==> src/pkg/imp_pkg.sv <==
// Constants and carrier types for the interrupt mask, poll and END_OF_INTERRUPT_MASTER registers.
// Assumes a 16-bit register view placed in the low bits of a 32-bit
// classic Wishbone data bus; register offsets are word indices.
//
// Notes on behaviour
// - Slave mode: mask register write sets or clears per-source mask bits.
// - Slave mode: mask register read returns the per-source mask bits.
// - Mask register resets to 003dh, all sources masked.
// - Mask bits: timer2 5, timer1 4, dma1 3, dma0 2, timer0 0.
// - Master mode: peek register returns poll content, no acknowledge.
// - Master mode: poll read acknowledges current interrupt, next one shows.
// - Bit 15 of poll registers reads 1 while an interrupt is pending.
// - Low type field gives type of highest-priority pending interrupt.
// - Poll and peek registers are read-only; writes do nothing.
// - END_OF_INTERRUPT_MASTER write clears the selected in-service flag in both modes.
// - Master END_OF_INTERRUPT_MASTER: bit 15 set is non-specific, else type bits 4..0 select.
// - Slave END_OF_INTERRUPT_MASTER: priority in bits 2..0 clears that in-service bit.
// - END_OF_INTERRUPT_MASTER is write-only; slave contents undefined after reset.
// - Slave vector register holds type bits 7..3; others read zero.
// - Slave mode: low three type bits come from source priority level.
// - Vector table offset is the 8-bit type shifted left by two.
// - Slave vector register is undefined until software loads it.
// - Master mode: in-service bit set when the interrupt is taken.
package imp_pkg;

    // ------------------------------------------------------------
    // Register map (word indices; byte address is four times)
    // ------------------------------------------------------------
    localparam logic [9:0] IDX_VECTOR = 10'h020;
    localparam logic [9:0] IDX_EOI = 10'h022;
    localparam logic [9:0] IDX_POLL = 10'h024;
    localparam logic [9:0] IDX_PEEK = 10'h026;
    localparam logic [9:0] IDX_MASK = 10'h028;
    localparam logic [9:0] IDX_IN_SERVICE_FLAGS = 10'h02c;
    localparam logic [9:0] IDX_MODE = 10'h030;

    // ------------------------------------------------------------
    // Field positions and reset values
    // ------------------------------------------------------------
    localparam int NUM_SRC = 6;
    localparam logic [5:0] MASK_IMPL = 6'h3d;
    localparam logic [15:0] MASK_RESET = 16'h003d;
    localparam int BIT_PENDING = 15;
    localparam int BIT_NONSPEC = 15;
    localparam int BIT_TIMER2 = 5;
    localparam int BIT_TIMER1 = 4;
    localparam int BIT_DMA1 = 3;
    localparam int BIT_DMA0 = 2;
    localparam int BIT_TIMER0 = 0;
    localparam int VEC_LSB = 3;
    localparam int VEC_MSB = 7;
    localparam int VEC_SHIFT = 2;

    // Fixed priority levels of the slave-mode sources, lowest wins
    localparam logic [2:0] PRIO_TIMER0 = 3'h0;
    localparam logic [2:0] PRIO_DMA0 = 3'h2;
    localparam logic [2:0] PRIO_DMA1 = 3'h3;
    localparam logic [2:0] PRIO_TIMER1 = 3'h4;
    localparam logic [2:0] PRIO_TIMER2 = 3'h5;

    // Master-mode interrupt type of each in-service bit
    localparam logic [4:0] TYPE_TIMER = 5'h08;
    localparam logic [4:0] TYPE_DMA0 = 5'h0a;
    localparam logic [4:0] TYPE_DMA1 = 5'h0b;

    // ------------------------------------------------------------
    // Types
    // ------------------------------------------------------------
    typedef enum logic [1:0] {
        BUS_IDLE = 2'b00,
        BUS_ACK = 2'b01,
        BUS_DONE = 2'b10
    } imp_bus_e;

    typedef struct packed {
        logic pending;
        logic [4:0] kind;
        logic [5:0] onehot;
    } imp_pick_s;

endpackage : imp_pkg

==> src/rtl/imp_regs.sv <==
// Mask, poll, peek, END_OF_INTERRUPT_MASTER and vector registers of the interrupt controller.
// Assumes a classic Wishbone master, one request in flight, 16-bit view
// in dat[15:0]; sources raise one-cycle request pulses.
//
// Register access over Wishbone was chosen for this implementation.
`timescale 1ns/1ns
module imp_regs
    import imp_pkg::*;
(
    input wire logic core_clk_i,
    input wire logic rstn_i,
    input wire logic wb_cyc_i,
    input wire logic wb_stb_i,
    input wire logic wb_we_i,
    input wire logic [11:0] wb_adr_i,
    input wire logic [3:0] wb_sel_i,
    input wire logic [31:0] wb_dat_i,
    input wire logic [5:0] src_req_i,
    input wire logic cpu_ack_i,
    output logic [31:0] wb_dat_o,
    output logic wb_ack_o,
    output logic [5:0] source_mask_bit_o,
    output logic [5:0] in_service_flags_o,
    output logic irq_o,
    output logic [7:0] irq_type_o,
    output logic [9:0] vector_offset_o
);

    // ------------------------------------------------------------
    // State
    // ------------------------------------------------------------
    imp_bus_e bus_st;
    logic slave_mode;
    logic [5:0] mask;
    logic [4:0] type_upper_bits;
    logic [5:0] pend;
    logic [5:0] serv;
    logic [5:0] ack_vec;
    logic [5:0] eoi_vec;
    imp_pick_s pick;
    logic [9:0] idx;
    logic req_now;
    logic wr_now;
    logic rd_now;
    logic lo_en;
    logic hi_en;
    logic [15:0] wdat;
    logic [15:0] next_rdata;
    logic [2:0] pick_prio;
    logic [4:0] eoi_type;
    logic [2:0] eoi_prio;
    logic eoi_hit;
    logic poll_ack;

    assign idx = wb_adr_i[11:2];
    assign req_now = wb_cyc_i && wb_stb_i && (bus_st == BUS_IDLE);
    assign wr_now = req_now && wb_we_i;
    assign rd_now = req_now && !wb_we_i;
    assign lo_en = wb_sel_i[0];
    assign hi_en = wb_sel_i[1];
    assign wdat = wb_dat_i[15:0];

    // ------------------------------------------------------------
    // Bus handshake: ack one cycle after the strobe, then a rest cycle
    // ------------------------------------------------------------
    always_ff @(posedge core_clk_i or negedge rstn_i)
    begin
        if (!rstn_i)
            bus_st <= BUS_IDLE;
        else
        begin
            case (bus_st)
                BUS_IDLE: if (wb_cyc_i && wb_stb_i) bus_st <= BUS_ACK;
                BUS_ACK: bus_st <= BUS_DONE;
                BUS_DONE: if (!(wb_cyc_i && wb_stb_i)) bus_st <= BUS_IDLE;
                default: bus_st <= BUS_IDLE;
            endcase
        end
    end

    always_ff @(posedge core_clk_i or negedge rstn_i)
    begin
        if (!rstn_i)
            wb_ack_o <= 1'b0;
        else
            wb_ack_o <= req_now;
    end

    // ------------------------------------------------------------
    // Mode select, kept in a word of its own (bit 0 = slave mode)
    // ------------------------------------------------------------
    always_ff @(posedge core_clk_i or negedge rstn_i)
    begin
        if (!rstn_i)
            slave_mode <= 1'b0;
        else if (wr_now && lo_en && idx == IDX_MODE)
            slave_mode <= wdat[0];
    end

    // ------------------------------------------------------------
    // Mask register; bit 1 and upper bits are not implemented
    // ------------------------------------------------------------
    always_ff @(posedge core_clk_i or negedge rstn_i)
    begin
        if (!rstn_i)
            mask <= MASK_RESET[5:0];
        else if (wr_now && lo_en && idx == IDX_MASK)
            mask <= wdat[5:0] & MASK_IMPL;
    end

    // ------------------------------------------------------------
    // Vector base; no reset, software must load it first
    // ------------------------------------------------------------
    always_ff @(posedge core_clk_i)
    begin
        if (wr_now && lo_en && idx == IDX_VECTOR)
            type_upper_bits <= wdat[VEC_MSB:VEC_LSB];
    end

    // ------------------------------------------------------------
    // Priority pick among pending, unmasked sources
    // ------------------------------------------------------------
    function automatic logic [2:0] prio_of(input int b);
        case (b)
            BIT_TIMER0: prio_of = PRIO_TIMER0;
            BIT_DMA0: prio_of = PRIO_DMA0;
            BIT_DMA1: prio_of = PRIO_DMA1;
            BIT_TIMER1: prio_of = PRIO_TIMER1;
            default: prio_of = PRIO_TIMER2;
        endcase
    endfunction : prio_of

    function automatic logic [4:0] mtype_of(input int b);
        case (b)
            BIT_DMA0: mtype_of = TYPE_DMA0;
            BIT_DMA1: mtype_of = TYPE_DMA1;
            default: mtype_of = TYPE_TIMER;
        endcase
    endfunction : mtype_of

    always_comb
    begin
        pick = '0;
        pick_prio = 3'h0;
        // Lowest bit is highest priority; bit order matches level order
        for (int b = NUM_SRC - 1; b >= 0; b--)
        begin
            if (pend[b] && !mask[b] && MASK_IMPL[b])
            begin
                pick.pending = 1'b1;
                pick.onehot = 6'h01 << b;
                pick.kind = mtype_of(b);
                pick_prio = prio_of(b);
            end
        end
    end

    // Poll read acknowledges in master mode only; the peek address never does
    assign poll_ack = rd_now && !slave_mode && idx == IDX_POLL
        && pick.pending;
    assign ack_vec = (poll_ack || cpu_ack_i) ? pick.onehot : 6'h00;

    // ------------------------------------------------------------
    // END_OF_INTERRUPT_MASTER decode
    // ------------------------------------------------------------
    assign eoi_type = wdat[4:0];
    assign eoi_prio = wdat[2:0];
    assign eoi_hit = wr_now && lo_en && idx == IDX_EOI;

    always_comb
    begin
        eoi_vec = 6'h00;
        if (eoi_hit)
        begin
            if (slave_mode)
            begin
                for (int b = 0; b < NUM_SRC; b++)
                    if (MASK_IMPL[b] && prio_of(b) == eoi_prio)
                        eoi_vec[b] = 1'b1;
            end
            else if (hi_en && wdat[BIT_NONSPEC])
            begin
                // Non-specific: clear the highest in-service flag only
                for (int b = NUM_SRC - 1; b >= 0; b--)
                    if (serv[b])
                        eoi_vec = 6'h01 << b;
            end
            else
            begin
                for (int b = 0; b < NUM_SRC; b++)
                    if (MASK_IMPL[b] && mtype_of(b) == eoi_type)
                        eoi_vec[b] = 1'b1;
            end
        end
    end

    // ------------------------------------------------------------
    // Source slots
    // ------------------------------------------------------------
    for (genvar g = 0; g < NUM_SRC; g++)
    begin : g_slot
        imp_src_slot u_slot (
            .core_clk_i(core_clk_i),
            .rstn_i(rstn_i),
            .req_i(src_req_i[g]),
            .ack_i(ack_vec[g]),
            .eoi_i(eoi_vec[g]),
            .pend_o(pend[g]),
            .serv_o(serv[g])
        );
    end

    // ------------------------------------------------------------
    // Read mux; poll/peek writes fall through with no effect
    // ------------------------------------------------------------
    always_comb
    begin
        next_rdata = 16'h0000;
        case (idx)
            IDX_MASK: next_rdata = {10'h000, mask};
            IDX_POLL, IDX_PEEK:
            begin
                next_rdata[BIT_PENDING] = pick.pending;
                next_rdata[4:0] = pick.pending ? pick.kind : 5'h00;
            end
            IDX_VECTOR: next_rdata[VEC_MSB:VEC_LSB] = type_upper_bits;
            IDX_IN_SERVICE_FLAGS: next_rdata = {10'h000, serv};
            IDX_MODE: next_rdata = {15'h0000, slave_mode};
            default: next_rdata = 16'h0000;
        endcase
    end

    always_ff @(posedge core_clk_i or negedge rstn_i)
    begin
        if (!rstn_i)
            wb_dat_o <= 32'h0000_0000;
        else if (rd_now)
            wb_dat_o <= {16'h0000, next_rdata};
    end

    // ------------------------------------------------------------
    // Core-facing outputs
    // ------------------------------------------------------------
    always_ff @(posedge core_clk_i or negedge rstn_i)
    begin
        if (!rstn_i)
        begin
            source_mask_bit_o <= MASK_RESET[5:0];
            in_service_flags_o <= 6'h00;
            irq_o <= 1'b0;
            irq_type_o <= 8'h00;
            vector_offset_o <= 10'h000;
        end
        else
        begin
            source_mask_bit_o <= mask;
            in_service_flags_o <= serv;
            irq_o <= pick.pending;
            if (slave_mode)
            begin
                irq_type_o <= {type_upper_bits, pick_prio};
                // Top two bits of the padded type fall off the shift
                vector_offset_o <= {2'b00, type_upper_bits, pick_prio}
                    << VEC_SHIFT;
            end
            else
            begin
                irq_type_o <= {3'b000, pick.kind};
                vector_offset_o <= {5'h00, pick.kind}
                    << VEC_SHIFT;
            end
        end
    end

endmodule : imp_regs

==> src/rtl/imp_src_slot.sv <==
// One interrupt source slot: request latch and in-service flag.
// Assumes request pulses and acknowledge strobes are synchronous.
`timescale 1ns/1ns
module imp_src_slot
    import imp_pkg::*;
(
    input wire logic core_clk_i,
    input wire logic rstn_i,
    input wire logic req_i,
    input wire logic ack_i,
    input wire logic eoi_i,
    output logic pend_o,
    output logic serv_o
);

    // ------------------------------------------------------------
    // Request latch: new request wins over acknowledge
    // ------------------------------------------------------------
    always_ff @(posedge core_clk_i or negedge rstn_i)
    begin
        if (!rstn_i)
            pend_o <= 1'b0;
        else if (req_i)
            pend_o <= 1'b1;
        else if (ack_i)
            pend_o <= 1'b0;
    end

    // ------------------------------------------------------------
    // In-service flag: taking an interrupt wins over an END_OF_INTERRUPT_MASTER
    // ------------------------------------------------------------
    always_ff @(posedge core_clk_i or negedge rstn_i)
    begin
        if (!rstn_i)
            serv_o <= 1'b0;
        else if (ack_i)
            serv_o <= 1'b1;
        else if (eoi_i)
            serv_o <= 1'b0;
    end

endmodule : imp_src_slot

==> config.mk <==
export PLATFORM = sky130hd
export DESIGN_NAME = imp_regs
export DESIGN_NICKNAME = d
export VERILOG_FILES = /design/src/pkg/imp_pkg.sv /design/src/rtl/imp_regs.sv /design/src/rtl/imp_src_slot.sv
export SDC_FILE = /design/constraint.sdc
export NUM_CORES = 1
export LEC_CHECK = 0
export ABC_AREA = 1
export BUFFER_PORTS_ARGS = -buffer_cell sky130_fd_sc_hd__buf_2
export CORE_ASPECT_RATIO = 1.25
export CORE_MARGIN = 3
export CORE_UTILIZATION = 43
export DETAILED_ROUTE_END_ITERATION = 16
export GPL_TIMING_DRIVEN = 0
export PLACE_DENSITY_LB_ADDON = 0.15
export SETUP_SLACK_MARGIN = 0.05
export SYNTH_ARGS = -nofsm -noshare
export SYNTH_HDL_FRONTEND = slang
export SYNTH_SLANG_ARGS = --single-unit
==> constraint.sdc <==
create_clock -name core_clk_i -period 1.2 [get_ports core_clk_i]
set_input_delay 0.18 -clock core_clk_i [delete_from_list [all_inputs] [get_ports core_clk_i]]
set_output_delay 0.18 -clock core_clk_i [all_outputs]
set_load 0.01 [all_outputs]
==> results of run 1 <==
-- synth_stat cells, drive strengths merged --
master / n / share of area, %
nand2: 98 / 15
inv: 41 / 5.6
buf: 38 / 11
dfrtp: 37 / 34
nor2: 37 / 6.7
nand3: 26 / 5.9
o21ai: 16 / 2.9
dfstp: 10 / 9.5
nand4: 8 / 1.8
edfxtp: 5 / 5.5
nor3: 3 / 0.55
a21oi: 2 / 0.36
a31oi: 2 / 0.45
clkinv: 2 / 0.27
clkbuf: 1 / 0.14
conb: 1 / 0.14
nand3b: 1 / 0.27
o211ai: 1 / 0.45
o31ai: 1 / 0.27
-- worst min path at each step --
| stage | startpoint | endpoint | cells after the start |
|---|---|---|---|
| after global placement | src_req_i[0] | g_slot[0].u_slot.pend_o | 3 |
| after detailed placement | wb_dat_i[7] | type_upper_bits[4] | 1 |
| after floorplan | rstn_i | bus_st[0] | 0 |
| after CTS | src_req_i[0] | g_slot[0].u_slot.pend_o | 3 |
| final | src_req_i[2] | g_slot[2].u_slot.pend_o | 3 |
| after global routing | wb_dat_i[6] | type_upper_bits[3] | 1 |
-- through the flow --
step	instances	TNS, ns	util (%)	setup WS [ns]	hold WS (ns)
2_1_floorplan	356	-0.0801	-	-0.0164	-0.116
3_3_place_gp	506	-3.24	55.2	-0.184	0.365
4_1_cts	531	-2.63	59.9	-0.157	0.0494
3_5_place_dp	506	-3.74	55.2	-0.198	0.367
6_report	535	-3.61	63.2	-0.162	0.0490
5_1_grt	535	-6.64	63.2	-0.268	0.0501
-- flip-flops by register name (all words and copies together), names as in the netlist --
name                  flops
irq_type_o                8
wb_ack_o                  1
g_slot.u_slot.pend_o      5
type_upper_bits           5
source_mask_bit_o         5
slave_mode                1
g_slot.u_slot.serv_o      5
bus_st                    2
in_service_flags_o        5
irq_o                     1
mask                      5
wb_dat_o                  9
-- cells by family after synthesis --
family          synth area share, %
simple gates                   30.2
flops                          48.6
compound gates                 4.45
other cells                   0.136
buf+inv                        16.5
-- per-layer routing --
metal / vias to the layer above / wire [um] / track usage (%)
met5: - / 0 / 0
met4: 0 / 121 / 6.97
met3: 12 / 302 / 3.40
met2: 73 / 3310 / 31.3
met1: 1062 / 2710 / 22.5
li1: 1213 / - / -
-- layout make-up --
cell class | instances | area, um2
Fill cell | 551 | 2210
Multi-Input combinational cell | 222 | 1210
Buffer | 39 | 305
Clock inverter | 3 | 37.5
Timing Repair Buffer | 89 | 563
Sequential cell | 52 | 1340
Tap cell | 82 | 103
Inverter | 43 | 169
Clock buffer | 5 | 68.8
-- repair_timing --
| item | in CTS | in global routing |
|---|---|---|
| endpoints found under the setup margin | 32 | 42 |
| gates resized for setup | 14 | 44 |
| cloned | 0 | 1 |
| pin swaps | 9 | 17 |
| setup buffers | 17 | 3 |
-- worst max-delay path, stage by stage, from the launching register on --
cell                         delay (ns)
sky130_fd_sc_hd__dfrtp_1           0.40
sky130_fd_sc_hd__nor2_2            0.13
sky130_fd_sc_hd__nand3b_1          0.13
sky130_fd_sc_hd__buf_4             0.16
sky130_fd_sc_hd__buf_6             0.13
sky130_fd_sc_hd__clkinvlp_4        0.14
sky130_fd_sc_hd__nand2_1           0.06
sky130_fd_sc_hd__o21ai_1           0.13
-- power by group through the flow --
stage / clock network (W) / logic (W) / registers [W]
finish: 0.00114 / 0.000643 / 0.00188
global route: 0.00124 / 0.000714 / 0.00189
CTS: 0.00118 / 0.000581 / 0.00188
detailed placement: 0 / 0.000483 / 0.00191
global placement: 0 / 0.000478 / 0.00191
floorplan: 0 / 0.000304 / 0.00192
==> flow_summary_export.csv, run 1 <==
group,metric,value,unit
outcome,run_status,"finished, violations left",
outcome,violated_checks,"setup timing",
die,initial_cell_density_of_the_core,45.8,%
placement,number_of_buffer_cells_added_on_primary_ports,68,
power,power.static_leakage,2.06,nW
worst_setup_path,timing_worst_setup_path_type,"reg -> reg",
finish,final_cell_area,0.00380,mm2
finish,num_antenna_cells,0,
flow_run,max-cap-violations,0,
power,powerDensity,966,mW/mm2
power,switching_power,0.000936,W
clock_network,cts_hold_repair.buffers,0,
finish,area_growth_synth_to_finish,38.1,%
clock_network,cts-buffers-inserted,5,
power,clock_group_share_of_total_power,31.2,%
route,post_drt_via_cell_ratio,4.41,
timing,setup_violations,31,
power,peakVddDrop,0.465,mV
placement,postPlaceCellArea,0.00332,mm2
worst_setup_path,critical_path_peak_fanout,8,
power,sequentialPowerShare,51.3,%
worst_setup_path,critical_path_origin,"bus_st[0]",
global_route,grt_util_all_layers,18.1,%
clock_network,cts_tree,"yes",
worst_setup_path,timing.critical_path.required,1.42,ns
yosys,synth_warnings,0,
timing,timing.final.hold_violations,0,
timing,rsz0062_at_grt,"yes",
route,antenna_violating_nets_post_route,0,
worst_setup_path,end_of_the_worst_register_to_register_path,"wb_dat_o[7]",
clock_network,cts_buffer_depth,2,
yosys,sequential_fraction_of_the_synthesis_area,48.6,%
clock_network,clock_transition_at_the_register_clock_pins_on_the_worst_setup_and_hold_paths_after_cts,0.09,ns
placement,gp_routability_congestion,0.864,
global_route,grt_antenna_before_repair,0,
worst_setup_path,regToRegSetupSlack,-0.16,ns
clock_network,clock_latency,0.30,ns
timing,final.setup.worst_slack,-0.162,ns
worst_setup_path,cp_data_arrival_time,1.58,ns
timing,final.min_clock_period,1.36,ns
worst_setup_path,setup.worst_path.end,"wb_dat_o[7]",
yosys,synth.ff_latch_count,52,
placement,detailed_place_hpwl,4800,um
route,via_count,2360,
yosys,syn_area_per_cell,8.34,um2
route,totalWireLength,6450,um
global_route,grt_pass1_wl,10400,um
die,die_w,77.6,um
power,switching_share,25.5,%
power,p_comb_share,17.5,%
timing,max-slew-margin-rel,31.0,%
timing,timing_worst_slew_pin_value,1.03,ns
worst_setup_path,reg2regPathDepth,7,
die,row_count,31,
worst_setup_path,reg2reg_from,"bus_st[0]",
global_route,largest_net_degree_at_the_start_of_global_routing,48,
global_route,total_gr_overflow,0,
yosys,postSynthCellCount,330,
yosys,synth_cell_area,0.00275,mm2
clock_network,number_of_levels_the_h_tree_was_split_into,2,
finish,num-nets-final,512,
clock_network,clockRootBuffer,"sky130_fd_sc_hd__clkbuf_8",
route,first_pass_iters,4,
timing,skew,0.00663,ns
die,design.die.area,0.00740,mm2
yosys,netlist-cell-type-count,29,
clock_network,clock-sinks,52,
route,drcViolationCount,0,
route,detailedRoute.firstIterationViolations,92,
worst_setup_path,endpoint_kind,"flip-flop",
timing,timing.final.max_slew_violations,0,
die,die_height,95.5,um
route,wl_per_cell,12.0,um
worst_setup_path,timing.critical_path.from_type,"flip-flop",
min_path,hp-class,"in -> reg",
timing,timing.final.crit_share,114,%
finish,layout.cells.most_common_list,"69 x sky130_fd_sc_hd__nand2_1, 62 x sky130_fd_sc_hd__buf_2, 54 x sky130_fd_sc_hd__buf_4, 36 x sky130_fd_sc_hd__dfrtp_1",
global_route,via_count_of_the_first_global_routing_pass,2319,
timing,max_clock_freq,734,MHz
power,internal_power_summed_over_all_cells,0.00274,W
finish,drive_above_1_share,47.9,%
die,ioPinCount,124,
finish,layout_commonest_cell,"sky130_fd_sc_hd__nand2_1",
power,report.power.total,0.00367,W
die,core_area,0.00601,mm2
(Power assumes the default switching activity.)
==> run 2, diff against run 1 <==
BUFFER_PORTS_ARGS = not set   (was -buffer_cell sky130_fd_sc_hd__buf_2)
CORE_UTILIZATION = 60   (was 43)
DONT_BUFFER_PORTS = 1   (was not set)
clock period = 1.75 ns   (was 1.2 ns; I/O delays follow)
==> flow_summary_export.csv, run 2 (synthesis gave the netlist of run 1 again) <==
group,metric,value,unit
placement,number_of_buffer_cells_added_on_primary_ports,0,
power,peakVddDrop,0.718,mV
worst_setup_path,endpoint_kind,"flip-flop",
power,sequentialPowerShare,53.4,%
power,powerDensity,790,mW/mm2
timing,rsz0062_at_grt,"no",
finish,layout_commonest_cell,"sky130_fd_sc_hd__nand2_1",
worst_setup_path,reg2regPathDepth,9,
timing,timing.final.crit_share,83.3,%
global_route,largest_net_degree_at_the_start_of_global_routing,48,
worst_setup_path,critical_path.slowest_cell,"sky130_fd_sc_hd__dfstp_2",
worst_setup_path,timing.critical_path.required,1.96,ns
timing,timing.final.max_slew_violations,0,
clock_network,clock_latency,0.31,ns
route,first_pass_iters,4,
route,via_count,2124,
clock_network,clock-sinks,52,
timing,max_clock_freq,686,MHz
clock_network,clock_transition_at_the_register_clock_pins_on_the_worst_setup_and_hold_paths_after_cts,0.10,ns
timing,setup_violations,0,
worst_setup_path,end_of_the_worst_register_to_register_path,"wb_dat_o[3]",
clock_network,number_of_levels_the_h_tree_was_split_into,2,
worst_setup_path,most_frequent_cp_cell,"sky130_fd_sc_hd__nand2_1",
die,initial_cell_density_of_the_core,64.6,%
clock_network,cts-buffers-inserted,5,
finish,biggestRegsByFlops,"wb_dat_o (9), irq_type_o (8)",
global_route,grt_antenna_before_repair,0,
global_route,via_count_of_the_first_global_routing_pass,2058,
global_route,total_gr_overflow,0,
worst_setup_path,timing.critical_path.from_type,"flip-flop",
power,clock_group_share_of_total_power,35.5,%
min_path,hp-class,"in -> reg",
die,ioPinCount,124,
worst_setup_path,cp_top_family,"flip-flops",
finish,layout.cells.most_common_list,"84 x sky130_fd_sc_hd__nand2_1, 37 x sky130_fd_sc_hd__dfrtp_1, 35 x sky130_fd_sc_hd__buf_4, 33 x sky130_fd_sc_hd__inv_1, 27 x sky130_fd_sc_hd__conb_1",
finish,num-nets-final,425,
timing,timing.final.hold_violations,0,
clock_network,post-cts-setup-buffers,0,
worst_setup_path,cp_data_arrival_time,1.66,ns
power,report.power.total,0.00243,W
global_route,grt_util_all_layers,23.9,%
worst_setup_path,regToRegSetupSlack,0.29,ns
finish,num_antenna_cells,0,
worst_setup_path,critical_path_peak_fanout,4,
timing,skew,0.00882,ns
global_route,grt_pass1_wl,9690,um
placement,gp_routability_congestion,0.896,
worst_setup_path,cp_slowest_stage_delay,0.55,ns
power,internal_power_summed_over_all_cells,0.00183,W
clock_network,cts_tree,"yes",
die,design.die.area,0.00544,mm2
finish,register_with_the_highest_flop_count,"wb_dat_o",
placement,detailed_place_hpwl,4740,um
die,core_area,0.00426,mm2
route,drcViolationCount,0,
clock_network,cts_buffer_depth,2,
outcome,run_status,"finished, final reports clean",
flow_run,max-cap-violations,0,
timing,final.min_clock_period,1.46,ns
die,die_w,66.6,um
worst_setup_path,reg2reg_from,"mask[4]",
die,row_count,26,
timing,final.setup.worst_slack,0.292,ns
finish,drive_above_1_share,26.2,%
worst_setup_path,timing_worst_setup_path_type,"reg -> reg",
power,power.static_leakage,1.60,nW
power,switching_share,24.8,%
power,p_comb_share,11.1,%
route,antenna_violating_nets_post_route,0,
power,switching_power,0.000605,W
min_path,worstHoldEndpoint,"type_upper_bits[4]",
route,totalWireLength,6030,um
placement,detailedPlace.worstSlack,0.118,ns
route,detailedRoute.firstIterationViolations,126,
worst_setup_path,bufs_and_invs_on_worst_path,2,
route,wl_per_cell,14.3,um
worst_setup_path,worstPathCellList,"inv_1 -> nand2_1 -> o21ai_0 -> inv_1 -> nand2_2 -> nand2_1 -> nand4_1 -> nand2_1 -> nand2_1",
route,post_drt_via_cell_ratio,5.03,
die,die_height,81.7,um
timing,totalNegativeSetupSlack,0,ns
finish,largest_reg_flops,9,
finish,area_growth_synth_to_finish,12.0,%
min_path,hold_path_startpoint,"wb_dat_i[7]",
min_path,worstHoldPathCells,0,
clock_network,clockRootBuffer,"sky130_fd_sc_hd__clkbuf_8",
run 2: how the worst max path moves through the flow:
stage,cells past startpoint,endpoint,slack (ns),start
6_report,9,wb_dat_o[3],0.29,mask[4]
5_1_grt,9,wb_dat_o[3],0.16,mask[4]
4_1_cts,5,type_upper_bits[0],0.17,bus_st[0]
3_5_place_dp,6,type_upper_bits[1],0.12,wb_adr_i[9]
3_3_place_gp,6,type_upper_bits[0],0.14,wb_adr_i[9]
2_1_floorplan,6,type_upper_bits[0],0.38,wb_adr_i[9]
run 2: final cells by class:
class | instances | area (um2)
inverters | 43 | 161
fillers | 347 | 1180
repair buffers | 2 | 37.5
well taps | 56 | 70.1
multi-input cells | 222 | 1060
clock inverters | 2 | 38.8
flip-flops and latches | 52 | 1340
plain buffers | 39 | 294
clock buffers | 6 | 82.6
run 2: layer usage:
layer	global-route usage (%)	share of wire, %
met3	5.34	7.3
met2	41.9	52
met4	9.76	2.6
met1	28.1	38
met5	0	0
run 2: repair_timing:
action	CTS	global route
setup endpoints to repair	0	5
gates resized for setup	0	1
hold buffers	2	0
hold endpoints to repair	47	0
run 2: power groups by stage:
| stage | registers, W | logic (W) | clock network, W |
|---|---|---|---|
| after floorplan | 0.00131 | 0.000207 | 0 |
| after global placement | 0.00132 | 0.000231 | 0 |
| after detailed placement | 0.00132 | 0.000236 | 0 |
| after CTS | 0.00130 | 0.000268 | 0.000882 |
| after global routing | 0.00131 | 0.000306 | 0.000928 |
| final | 0.00130 | 0.000270 | 0.000863 |
run 2: stage by stage:
| stage | hold slack (ns) | instance area (um2) | utilization, % | cells |
|---|---|---|---|---|
| 6_report | 0.0406 | 3080 | 72.3 | 422 |
| 5_1_grt | 0.0296 | 3080 | 72.3 | 422 |
| 4_1_cts | 0.0371 | 3080 | 72.3 | 422 |
| 3_5_place_dp | -0.0321 | 2920 | 68.5 | 412 |
| 3_3_place_gp | -0.0321 | 2920 | 68.5 | 412 |
| 2_1_floorplan | -0.0331 | 2850 | - | 356 |
